===== src/i2crd_pkg.sv =====
package i2crd_pkg;
  // target address and direction
  localparam logic [6:0] ADDR_DEFAULT  = 7'h68;
  localparam logic       DIR_WRITE     = 1'b0;
  localparam logic       DIR_READ      = 1'b1;
  // command byte 0
  localparam int         OPC_LSB       = 0;
  localparam int         OPC_MSB       = 2;
  localparam logic [2:0] OPC_READ      = 3'h4;
  // command byte 1 / 2 fields
  localparam int         PSEL_HI_LSB   = 0;
  localparam int         PSEL_HI_MSB   = 3;
  localparam int         PSEL_LO_BIT   = 7;
  localparam int         BE_LSB        = 2;
  localparam int         BE_MSB        = 5;
  localparam int         AHI_LSB       = 0;
  localparam int         AHI_MSB       = 1;
  // widths
  localparam int         PSEL_W        = 5;
  localparam int         BE_W          = 4;
  localparam int         RADDR_W       = 12;
  localparam int         CMD_BYTES     = 4;
  localparam int         DATA_BYTES    = 4;
  // reset values
  localparam logic [7:0] BYTE_RST      = 8'h00;
  localparam logic [2:0] CNT_RST       = 3'h0;
endpackage : i2crd_pkg


===== src/i2crd_sync.sv =====
`timescale 1ns/1ps
`default_nettype none
module i2crd_sync
(
  // clock and reset
  input  wire logic clk,
  input  wire logic rst,
  // pin level in, synchronised level out
  input  wire logic din,
  output var  logic dout
);
  logic meta_reg;

  // two stages; first stage feeds only the second
  always_ff @(posedge clk or posedge rst)
  begin
    if (rst)
    begin
      meta_reg <= 1'b1;
      dout     <= 1'b1;
    end
    else
    begin
      meta_reg <= din;
      dout     <= meta_reg;
    end
  end
endmodule : i2crd_sync
`default_nettype wire


===== src/i2crd_target.sv =====
// Summary of operation
// - write packet: address then direction zero
// - command byte0 bits2:0 = 100 read
// - byte2 bits5:2 hold byte enables
// - address 11:10 in byte2, 9:2 byte3
// - read packet: same address, direction one
// - return four bytes, MSB first
// - five-bit port select across bytes 1,2
// - past four bytes, wrap to MSB
// - repeated start accepted like stop+start
// - register address bits 1:0 forced zero
`timescale 1ns/1ps
`default_nettype none
module i2crd_target
  import i2crd_pkg::*;
(
  // clock and reset
  input  wire logic                      clk,
  input  wire logic                      rst,
  // two-wire pins (oe low = drive low)
  input  wire logic                      scl_in,
  input  wire logic                      sda_in,
  output logic                           sda_out,
  output logic                           sda_oe_n,
  // target address strap
  input  wire logic [6:0]                dev_addr,
  // register fetch to the core
  output logic                           rd_req,
  output logic [i2crd_pkg::PSEL_W-1:0]   rd_port,
  output logic [i2crd_pkg::BE_W-1:0]     rd_be,
  output logic [i2crd_pkg::RADDR_W-1:0]  rd_addr,
  input  wire logic [31:0]               rd_data,
  // status
  output logic                           cmd_bad
);
  import i2crd_pkg::*;

  typedef enum logic [4:0] {
    I2CRD_IDLE = 5'h01,
    I2CRD_ADDR = 5'h02,
    I2CRD_CMD  = 5'h04,
    I2CRD_DATA = 5'h08,
    I2CRD_WAIT = 5'h10
  } i2crd_state_t;

  i2crd_state_t st_reg;
  logic         scl_s, sda_s, scl_d_reg, sda_d_reg;
  logic         scl_rise, scl_fall, start_ev, stop_ev;
  logic [7:0]   sh_reg;
  logic [3:0]   bit_reg;
  logic [2:0]   idx_reg;
  logic         ack_reg, tx_reg, rd_dir_reg, data_ok_reg, armed_reg;
  logic [7:0]   cb0_reg, cb1_reg, cb2_reg;
  logic [31:0]  buf_reg;
  logic [1:0]   bsel_reg;

  i2crd_sync u_scl (.clk(clk), .rst(rst), .din(scl_in), .dout(scl_s));
  i2crd_sync u_sda (.clk(clk), .rst(rst), .din(sda_in), .dout(sda_s));

  always_ff @(posedge clk or posedge rst)
  begin
    if (rst)
    begin
      scl_d_reg <= 1'b1;
      sda_d_reg <= 1'b1;
    end
    else
    begin
      scl_d_reg <= scl_s;
      sda_d_reg <= sda_s;
    end
  end

  assign scl_rise = scl_s & ~scl_d_reg;
  assign scl_fall = ~scl_s & scl_d_reg;
  assign start_ev = scl_s & scl_d_reg & sda_d_reg & ~sda_s;
  assign stop_ev  = scl_s & scl_d_reg & ~sda_d_reg & sda_s;

  // the scl fall that closes a start is no bit; without this the first byte loses a bit
  always_ff @(posedge clk or posedge rst)
  begin
    if (rst)
      armed_reg <= 1'b0;
    else if (start_ev)
      armed_reg <= 1'b0;
    else if (scl_rise)
      armed_reg <= 1'b1;
  end

  // byte engine; bits 0..7 data, 8 = ack slot
  always_ff @(posedge clk or posedge rst)
  begin
    if (rst)
    begin
      st_reg      <= I2CRD_IDLE;
      sh_reg      <= BYTE_RST;
      bit_reg     <= 4'h0;
      idx_reg     <= CNT_RST;
      ack_reg     <= 1'b0;
      tx_reg      <= 1'b0;
      rd_dir_reg  <= 1'b0;
      cb0_reg     <= BYTE_RST;
      cb1_reg     <= BYTE_RST;
      cb2_reg     <= BYTE_RST;
      rd_addr     <= '0;
      rd_req      <= 1'b0;
      data_ok_reg <= 1'b0;
      cmd_bad     <= 1'b0;
      bsel_reg    <= 2'h0;
      buf_reg     <= 32'h0000_0000;
    end
    else
    begin
      rd_req <= 1'b0;
      if (rd_req)
        buf_reg <= rd_data;
      if (start_ev)
      begin
        st_reg  <= I2CRD_ADDR;
        bit_reg <= 4'h0;
        ack_reg <= 1'b0;
        tx_reg  <= 1'b0;
      end
      else if (stop_ev)
      begin
        st_reg  <= I2CRD_IDLE;
        ack_reg <= 1'b0;
        tx_reg  <= 1'b0;
      end
      else if (scl_rise && bit_reg < 4'h8 && !tx_reg)
      begin
        sh_reg  <= {sh_reg[6:0], sda_s};
      end
      else if (scl_rise && bit_reg == 4'h8 && tx_reg && sda_s)
      begin
        st_reg <= I2CRD_WAIT;
      end
      else if (scl_fall && armed_reg && st_reg != I2CRD_IDLE && st_reg != I2CRD_WAIT)
      begin
        if (bit_reg == 4'h7 && !tx_reg)
        begin
          bit_reg <= 4'h8;
          case (st_reg)
            I2CRD_ADDR:
            begin
              if (sh_reg[7:1] == dev_addr)
              begin
                ack_reg    <= 1'b1;
                rd_dir_reg <= sh_reg[0];
                idx_reg    <= CNT_RST;
              end
              else
                st_reg <= I2CRD_WAIT;
            end
            I2CRD_CMD:
            begin
              ack_reg <= 1'b1;
              case (idx_reg)
                3'h0: cb0_reg <= sh_reg;
                3'h1: cb1_reg <= sh_reg;
                3'h2: cb2_reg <= sh_reg;
                default:
                begin
                  rd_addr <= {cb2_reg[AHI_MSB:AHI_LSB], sh_reg, 2'b00};
                  cmd_bad <= cb0_reg[OPC_MSB:OPC_LSB] != OPC_READ;
                  rd_req  <= cb0_reg[OPC_MSB:OPC_LSB] == OPC_READ;
                  data_ok_reg <= cb0_reg[OPC_MSB:OPC_LSB] == OPC_READ;
                end
              endcase
              idx_reg <= idx_reg + 3'h1;
            end
            default: ;
          endcase
        end
        else if (bit_reg == 4'h7 && tx_reg)
        begin
          bit_reg <= 4'h8;
          tx_reg  <= 1'b1;
        end
        else if (bit_reg == 4'h8)
        begin
          bit_reg <= 4'h0;
          ack_reg <= 1'b0;
          if (st_reg == I2CRD_ADDR)
          begin
            st_reg   <= rd_dir_reg ? I2CRD_DATA : I2CRD_CMD;
            tx_reg   <= rd_dir_reg;
            bsel_reg <= 2'h3;
          end
          else if (st_reg == I2CRD_DATA)
            bsel_reg <= bsel_reg - 2'h1;
        end
        else
          bit_reg <= bit_reg + 4'h1;
      end
    end
  end

  // bytes 3..0 of the buffer, wrap via 2-bit select
  logic [7:0] tx_byte;
  always_comb
  begin
    case (bsel_reg)
      2'h3:    tx_byte = buf_reg[31:24];
      2'h2:    tx_byte = buf_reg[23:16];
      2'h1:    tx_byte = buf_reg[15:8];
      default: tx_byte = buf_reg[7:0];
    endcase
  end

  // pin drive: only low is ever driven
  always_comb
  begin
    sda_out  = 1'b0;
    sda_oe_n = 1'b1;
    if (ack_reg && bit_reg == 4'h8)
      sda_oe_n = 1'b0;
    else if (tx_reg && st_reg == I2CRD_DATA && bit_reg < 4'h8)
      sda_oe_n = tx_byte[3'h7 - bit_reg[2:0]] | ~data_ok_reg;
  end

  assign rd_port = {cb1_reg[PSEL_HI_MSB:PSEL_HI_LSB], cb2_reg[PSEL_LO_BIT]};
  assign rd_be   = cb2_reg[BE_MSB:BE_LSB];

  a_cmd_req_opc : assert property (@(posedge clk) disable iff (rst)
    rd_req |-> $past(cb0_reg[2:0]) == 3'h4 && rd_addr[1:0] == 2'b00)
    else $error("fetch without read opcode");
  a_wrap_msb : assert property (@(posedge clk) disable iff (rst)
    st_reg == I2CRD_DATA && bsel_reg == 2'h0 && scl_fall && bit_reg == 4'h8
    |=> bsel_reg == 2'h3)
    else $error("no wrap to msb");
  a_ack_on_match : assert property (@(posedge clk) disable iff (rst)
    scl_fall && armed_reg && st_reg == I2CRD_ADDR && bit_reg == 4'h7 && !tx_reg && sh_reg[7:1] == dev_addr
    |=> !sda_oe_n)
    else $error("ack not driven");
  a_req_pulse : assert property (@(posedge clk) disable iff (rst)
    rd_req |=> !rd_req && buf_reg == $past(rd_data))
    else $error("buffer not loaded");
  a_msb_first : assert property (@(posedge clk) disable iff (rst)
    st_reg == I2CRD_DATA && tx_reg && bit_reg == 4'h0 && bsel_reg == 2'h3 && data_ok_reg
    |-> sda_oe_n == buf_reg[31])
    else $error("first bit not byte 3 msb");
  a_nak_ends_tx : assert property (@(posedge clk) disable iff (rst)
    st_reg == I2CRD_DATA && scl_rise && bit_reg == 4'h8 && tx_reg && sda_s
    |=> st_reg == I2CRD_WAIT && sda_oe_n)
    else $error("nak did not end transmit");
  c_read_seen : cover property (@(posedge clk) rd_req);
  c_wrap_seen : cover property (@(posedge clk) st_reg == I2CRD_DATA && bsel_reg == 2'h0);
  c_rstart    : cover property (@(posedge clk) start_ev && st_reg == I2CRD_CMD);
endmodule : i2crd_target
`default_nettype wire


===== config.mk =====
export PLATFORM = sky130hd
export DESIGN_NAME = i2crd_target
export DESIGN_NICKNAME = d
export VERILOG_FILES = /design/src/i2crd_pkg.sv /design/src/i2crd_sync.sv /design/src/i2crd_target.sv
export SDC_FILE = /design/constraint.sdc
export NUM_CORES = 1
export LEC_CHECK = 0
export ABC_AREA = 1
export BUFFER_PORTS_ARGS = -buffer_cell sky130_fd_sc_hd__buf_2
export CAP_MARGIN = 20
export CORE_MARGIN = 5
export CORE_UTILIZATION = 35
export CTS_BUF_LIST = sky130_fd_sc_hd__clkbuf_4 sky130_fd_sc_hd__clkbuf_8
export DETAILED_ROUTE_END_ITERATION = 8
export SYNTH_ARGS = -nofsm -noshare
export SYNTH_HDL_FRONTEND = slang
export SYNTH_SLANG_ARGS = --single-unit
export TNS_END_PERCENT = 1

===== constraint.sdc =====
create_clock -name clk -period 3.2 [get_ports clk]
set_clock_uncertainty 0.15 [all_clocks]
set_input_delay 0.64 -clock clk [delete_from_list [all_inputs] [get_ports clk]]
set_output_delay 0.64 -clock clk [all_outputs]
set_load 0.02 [all_outputs]

==> results of run 1 <==
## worst register-to-register path: cells and delay by family (launching register included)
kind | cells | cell delay, ps
flip-flops | 1 | 510
adder cells (fa/ha/maj) | 1 | 270
AND/OR/NAND/NOR | 7 | 1350
## routing by layer
metal | wire, um | GRT usage [%]
met3 | 480 | 3.50
met2 | 4410 | 21.5
met1 | 4390 | 17.6
met4 | 103 | 3.71
met5 | 0 | 0
## layout by cell type, fill, tap and decap left out, types with 5 or more instances in the layout
| cell type | n |
|---|---|
| ha_1 | 9 |
| dfstp_2 | 7 |
| dfrtp_1 | 84 |
| buf_2 | 64 |
| mux2_2 | 25 |
| nand3_1 | 29 |
| xnor2_1 | 5 |
| nor2_1 | 23 |
| inv_2 | 5 |
| inv_1 | 46 |
| o21ai_0 | 23 |
| a21oi_1 | 12 |
| nand4_1 | 11 |
| clkbuf_8 | 9 |
| nand2_1 | 124 |
| o21ai_2 | 8 |
| o21ai_1 | 18 |
## per-stage QoR
step                      power, mW  util (%)  instances
after global placement         2.04      39.0        700
after floorplan                1.90         -        483
after detailed placement       2.06      39.0        700
after CTS                      2.87      40.6        716
final                          2.83      40.6        716
after global routing           3.02      40.6        716
## kinds of logic (layout without fill, tap and decap cells)
kind of cell	Yosys count	count (layout)	synth area share, %
fa+ha+maj	9	9	2.53
other cells	1	3	0.0841
buf+inv	75	136	7.72
mux	25	25	6.31
flops	91	91	51.3
compound gates	65	65	8.39
xor+xnor	7	7	1.37
simple gates	208	208	22.3
## power breakdown
part / internal (mW) / total [mW] / switching [mW]
logic: 0.226 / 0.643 / 0.417
registers: 1.26 / 1.39 / 0.131
clock network: 0.365 / 0.793 / 0.428
## path summary, 6_finish.rpt
check	slack, ps	depth (start not counted)	end
max	330	11	sda_oe_n
min	100	2	cb2_reg[4]$_DFFE_PP0P_
max reg2reg	830	8	cmd_bad$_DFFE_PP0P_
min reg2reg	200	0	u_sda.dout$_DFF_PP1_
max in group asynchronous	2080	3	u_sda.meta_reg$_DFF_PP1_
min in group clk	200	0	u_sda.dout$_DFF_PP1_
## area by class of cell
class                           count  area [um^2]  share of cell area (%)
Inverter                           52          196                    3.85
Timing Repair Buffer               68          363                    7.12
Sequential cell                    91         2290                    44.8
Tap cell                          172          215                    4.22
Clock buffer                        9          124                    2.43
Multi-Input combinational cell    317         1840                    36.0
Clock inverter                      7         77.6                    1.52
==> impl_metrics.py, run 1 <==
metrics = {
    "status": {
        "outcome": "complete, no violations",
    },
    "route": {
        "wl_per_cell_um": 13.1,
        "vias": 3340,
        "drt-initial-drc-count": 263,
        "wirelength_um": 9380,
        "viasPerCell": 4.66,
        "first_pass_iters": 5,
        "drc_errors": 0,
        "detail-route-antenna-nets": 0,
    },
    "clocking": {
        "root_buffer": "clkbuf_8",
        "post_cts_buffers": 0,
        "cts.clk_slew.worst_paths_ps": 100,
        "cts_hold_buffers": 0,
        "cts_buffers": 9,
        "clock_sinks": 91,
        "cts-resized-gates": 0,
        "htree_levels": 3,
        "cts_tree": "built",
        "clk_latency_ps": 370,
        "clockBufferDepth": 2,
    },
    "floorplanning": {
        "die_width_um": 123,
        "dieArea_um2": 15100,
        "rows": 41,
        "start_util_pct": 35.5,
        "io_pins": 68,
        "die_y_um": 123,
        "core_um2": 12600,
    },
    "timing": {
        "slew_headroom_pct": 53.8,
        "finalHoldViolations": 0,
        "max_freq_mhz": 349,
        "fin_crit_sh_pct": 89.7,
        "rsz0062_at_grt": "false",
        "setup_viol": 0,
        "worstMarginPinSlew_ps": 691,
        "layout_setup_ws_ps": 331,
        "fin_crit_ps": 2870,
        "setup_tns_ps": 0,
        "slew_viol_final": 0,
        "holdWs_ps": 95.2,
    },
    "flow_run": {
        "maxCapViolCount": 0,
    },
    "grt": {
        "gr-total-overflow": 0,
        "grt_usage_pct": 13.3,
        "grt_pass1_wl_um": 16000,
        "grt_pass1_vias": 3367,
        "grt_antenna_before_repair": 0,
        "grt_max_degree": 45,
    },
    "critical_path": {
        "required_ps": 2410,
        "critPathLaunchType": "flop",
        "worstPathArrival_ps": 2080,
        "max_stage_delay_ps": 430,
        "path_cells": "inv_1 -> ha_1 -> nand2_1 -> nand2_1 -> inv_1 -> nand2_1 -> nand3_1 -> nand3_1 -> nand3_1 -> a21oi_1 -> buf_2",
        "startpoint": "bsel_reg[0]$_DFFE_PP0P_",
        "crit_fanout": 8,
        "crit_type": "flop to primary output",
        "crit_slowest_cell": "dfrtp_1",
        "timing.rr.start": "bit_reg[0]$_DFFE_PP0P_",
        "critPathTopFamily": "simple AND/OR/NAND/NOR gates",
        "end_kind": "primary output",
        "path_buf_inv": 3,
    },
    "pwr": {
        "leakage_nw": 2.57,
        "ir_drop_mv": 0.247,
        "pwr_density_cell_nw_per_um2": 554,
    },
    "logic_synthesis": {
        "syn_area_um2": 4460,
        "yosysTopAreaCell": "dfrtp_1",
        "yosysWarnings": 0,
        "synth_top_area_share_pct": 47.1,
        "yosys_register_bits": 91,
        "synth_area_leaders": "dfrtp_1 47%, nand2_1 10%, mux2_2 6.3%, dfstp_2 4.1%, inv_1 4.0%",
        "ys_types": 36,
        "ys_seq_area_share_pct": 51.3,
        "synth_edf_count": 0,
        "yosysMostFrequentCell": "nand2_1",
        "synth_flop_cell": "dfrtp_1",
        "synth.avg_cell_area_um2": 9.27,
        "syn_inst": 481,
        "ys_async_sr_fraction_pct": 100,
        "synth_common_cells": "124 x nand2_1, 84 x dfrtp_1, 47 x inv_1",
    },
    "place": {
        "dp_hpwl_um": 7020,
        "place.port_buffers": 64,
        "place_area_um2": 4900,
        "place.gp.congestion": 0.795,
        "pre_cts_slack_ps": 718,
    },
    "layout": {
        "largest_reg_flops": 32,
        "stdcell_area_um2": 5100,
        "layout.nets": 591,
        "area_delta_synth_final_pct": 14.3,
        "antenna_cells": 0,
        "fillers": 1275,
        "drive_gt1_share_pct": 27.8,
    },
    "worst_hold_path": {
        "hold_class": "input pin to async pin",
    },
}
No activity file was read; power rests on OpenSTA's default activity.
==> run 2: changes to the inputs <==
--- a/config.mk
+++ b/config.mk
@@ -11,7 +11,9 @@
 export CORE_MARGIN = 5
 export CORE_UTILIZATION = 35
 export CTS_BUF_LIST = sky130_fd_sc_hd__clkbuf_4 sky130_fd_sc_hd__clkbuf_8
+export CTS_CLUSTER_DIAMETER = 60
 export DETAILED_ROUTE_END_ITERATION = 8
+export HOLD_SLACK_MARGIN = 0.15
 export SYNTH_ARGS = -nofsm -noshare
 export SYNTH_HDL_FRONTEND = slang
 export SYNTH_SLANG_ARGS = --single-unit
==> impl_metrics.py, run 2 (same netlist as run 1, synthesis figures left out) <==
metrics = {
    "pwr": {
        "pwr_density_cell_nw_per_um2": 554,
        "ir_drop_mv": 0.247,
        "total_power_mw": 2.83,
        "leakage_nw": 2.57,
    },
    "critical_path": {
        "critPathTopFamily": "simple AND/OR/NAND/NOR gates",
        "required_ps": 2410,
        "crit_fanout": 8,
        "max_stage_delay_ps": 430,
        "crit_slowest_cell": "dfrtp_1",
        "critPathLaunchType": "flop",
        "path_buf_inv": 3,
        "worstPathArrival_ps": 2080,
        "crit_type": "flop to primary output",
        "path_cells": "inv_1 -> ha_1 -> nand2_1 -> nand2_1 -> inv_1 -> nand2_1 -> nand3_1 -> nand3_1 -> nand3_1 -> a21oi_1 -> buf_2",
        "end_kind": "primary output",
    },
    "clocking": {
        "cts.clk_slew.worst_paths_ps": 100,
        "clk_latency_ps": 370,
        "clockBufferDepth": 2,
        "cts_tree": "built",
        "cts_buffers": 9,
        "clock_sinks": 91,
        "post_cts_buffers": 0,
        "root_buffer": "clkbuf_8",
        "htree_levels": 3,
    },
    "timing": {
        "setup_viol": 0,
        "slew_viol_final": 0,
        "worstMarginPinSlew_ps": 691,
        "slew_headroom_pct": 53.8,
        "holdWs_ps": 203,
        "finalHoldViolations": 0,
        "setup_tns_ps": 0,
        "max_freq_mhz": 349,
        "fin_crit_sh_pct": 89.7,
        "layout_setup_ws_ps": 331,
        "fin_crit_ps": 2870,
        "rsz0062_at_grt": "false",
    },
    "layout": {
        "largest_reg_flops": 32,
        "layout_common_cells": "124 x nand2_1, 84 x dfrtp_1, 64 x buf_2",
        "area_delta_synth_final_pct": 14.6,
        "fin_cells": 717,
        "antenna_cells": 0,
        "final_common_cell": "nand2_1",
        "drive_gt1_share_pct": 27.7,
        "post-route-util_pct": 40.6,
        "layout.nets": 592,
        "stdcell_area_um2": 5110,
    },
    "floorplanning": {
        "start_util_pct": 35.5,
        "rows": 41,
        "die_width_um": 123,
        "dieArea_um2": 15100,
        "die_y_um": 123,
        "core_um2": 12600,
        "io_pins": 68,
    },
    "place": {
        "placed_cells": 700,
        "dp_hpwl_um": 7020,
        "place.gp.congestion": 0.795,
        "pre_cts_slack_ps": 718,
        "place.port_buffers": 64,
        "place_area_um2": 4900,
    },
    "route": {
        "detail-route-antenna-nets": 0,
        "vias": 3333,
        "wl_per_cell_um": 13.1,
        "wirelength_um": 9380,
        "drc_errors": 0,
        "first_pass_iters": 4,
        "drt-initial-drc-count": 237,
        "viasPerCell": 4.65,
    },
    "grt": {
        "grt_pass1_vias": 3370,
        "grt_max_degree": 45,
        "grt_pass1_wl_um": 16000,
        "grt_antenna_before_repair": 0,
        "grt_usage_pct": 13.3,
        "gr-total-overflow": 0,
    },
    "worst_hold_path": {
        "hold_class": "flop to flop",
    },
    "flow_run": {
        "maxCapViolCount": 0,
    },
    "status": {
        "outcome": "complete, no violations",
    },
}
run 2: worst register-to-register path, stage by stage (launching register included):
cell	delay [ps]
dfrtp_1	510
ha_1	270
nand2_4	80
nor2_4	120
nand2_4	100
nor2_8	240
nand2_1	460
nor2_1	280
nor2_1	70
run 2: area by class of cell:
class,instances,area [um^2]
fillers,1272,7460
flip-flops and latches,91,2290
well taps,172,215
multi-input cells,317,1840
repair buffers,69,373
inverters,52,196
clock inverters,7,77.6
clock buffers,9,124
run 2: final timing paths:
check                                          from                       end  slack [ps]  cells past startpoint
min in group asynchronous                       rst    cb2_reg[4]$_DFFE_PP0P_         640                      3
max in group asynchronous                       rst  u_sda.meta_reg$_DFF_PP1_        1530                      4
max reg2reg                  bit_reg[0]$_DFFE_PP0P_       cmd_bad$_DFFE_PP0P_         820                      8
min reg2reg                u_sda.meta_reg$_DFF_PP1_      u_sda.dout$_DFF_PP1_         200                      0
min                        u_sda.meta_reg$_DFF_PP1_      u_sda.dout$_DFF_PP1_         200                      0
max                         bsel_reg[0]$_DFFE_PP0P_                  sda_oe_n         330                     11
run 2: report_power, final:
| group | internal (mW) | switching [mW] | leakage, nW |
|---|---|---|---|
| clock | 0.365 | 0.428 | 0.0881 |
| combinational | 0.227 | 0.417 | 1.30 |
| sequential | 1.26 | 0.132 | 1.18 |
run 2: what timing repair did:
action | in CTS | in global routing
gates resized for setup | 0 | 0
hold buffers | 1 | 0
hold endpoints to repair | 22 | 0
setup endpoints to repair | 0 | 0
run 2: metal layers:
layer  wire length [um]  track usage [%]
met5                  0                0
met1               4420             17.6
met2               4390             21.5
met3                467             3.50
met4                103             3.71
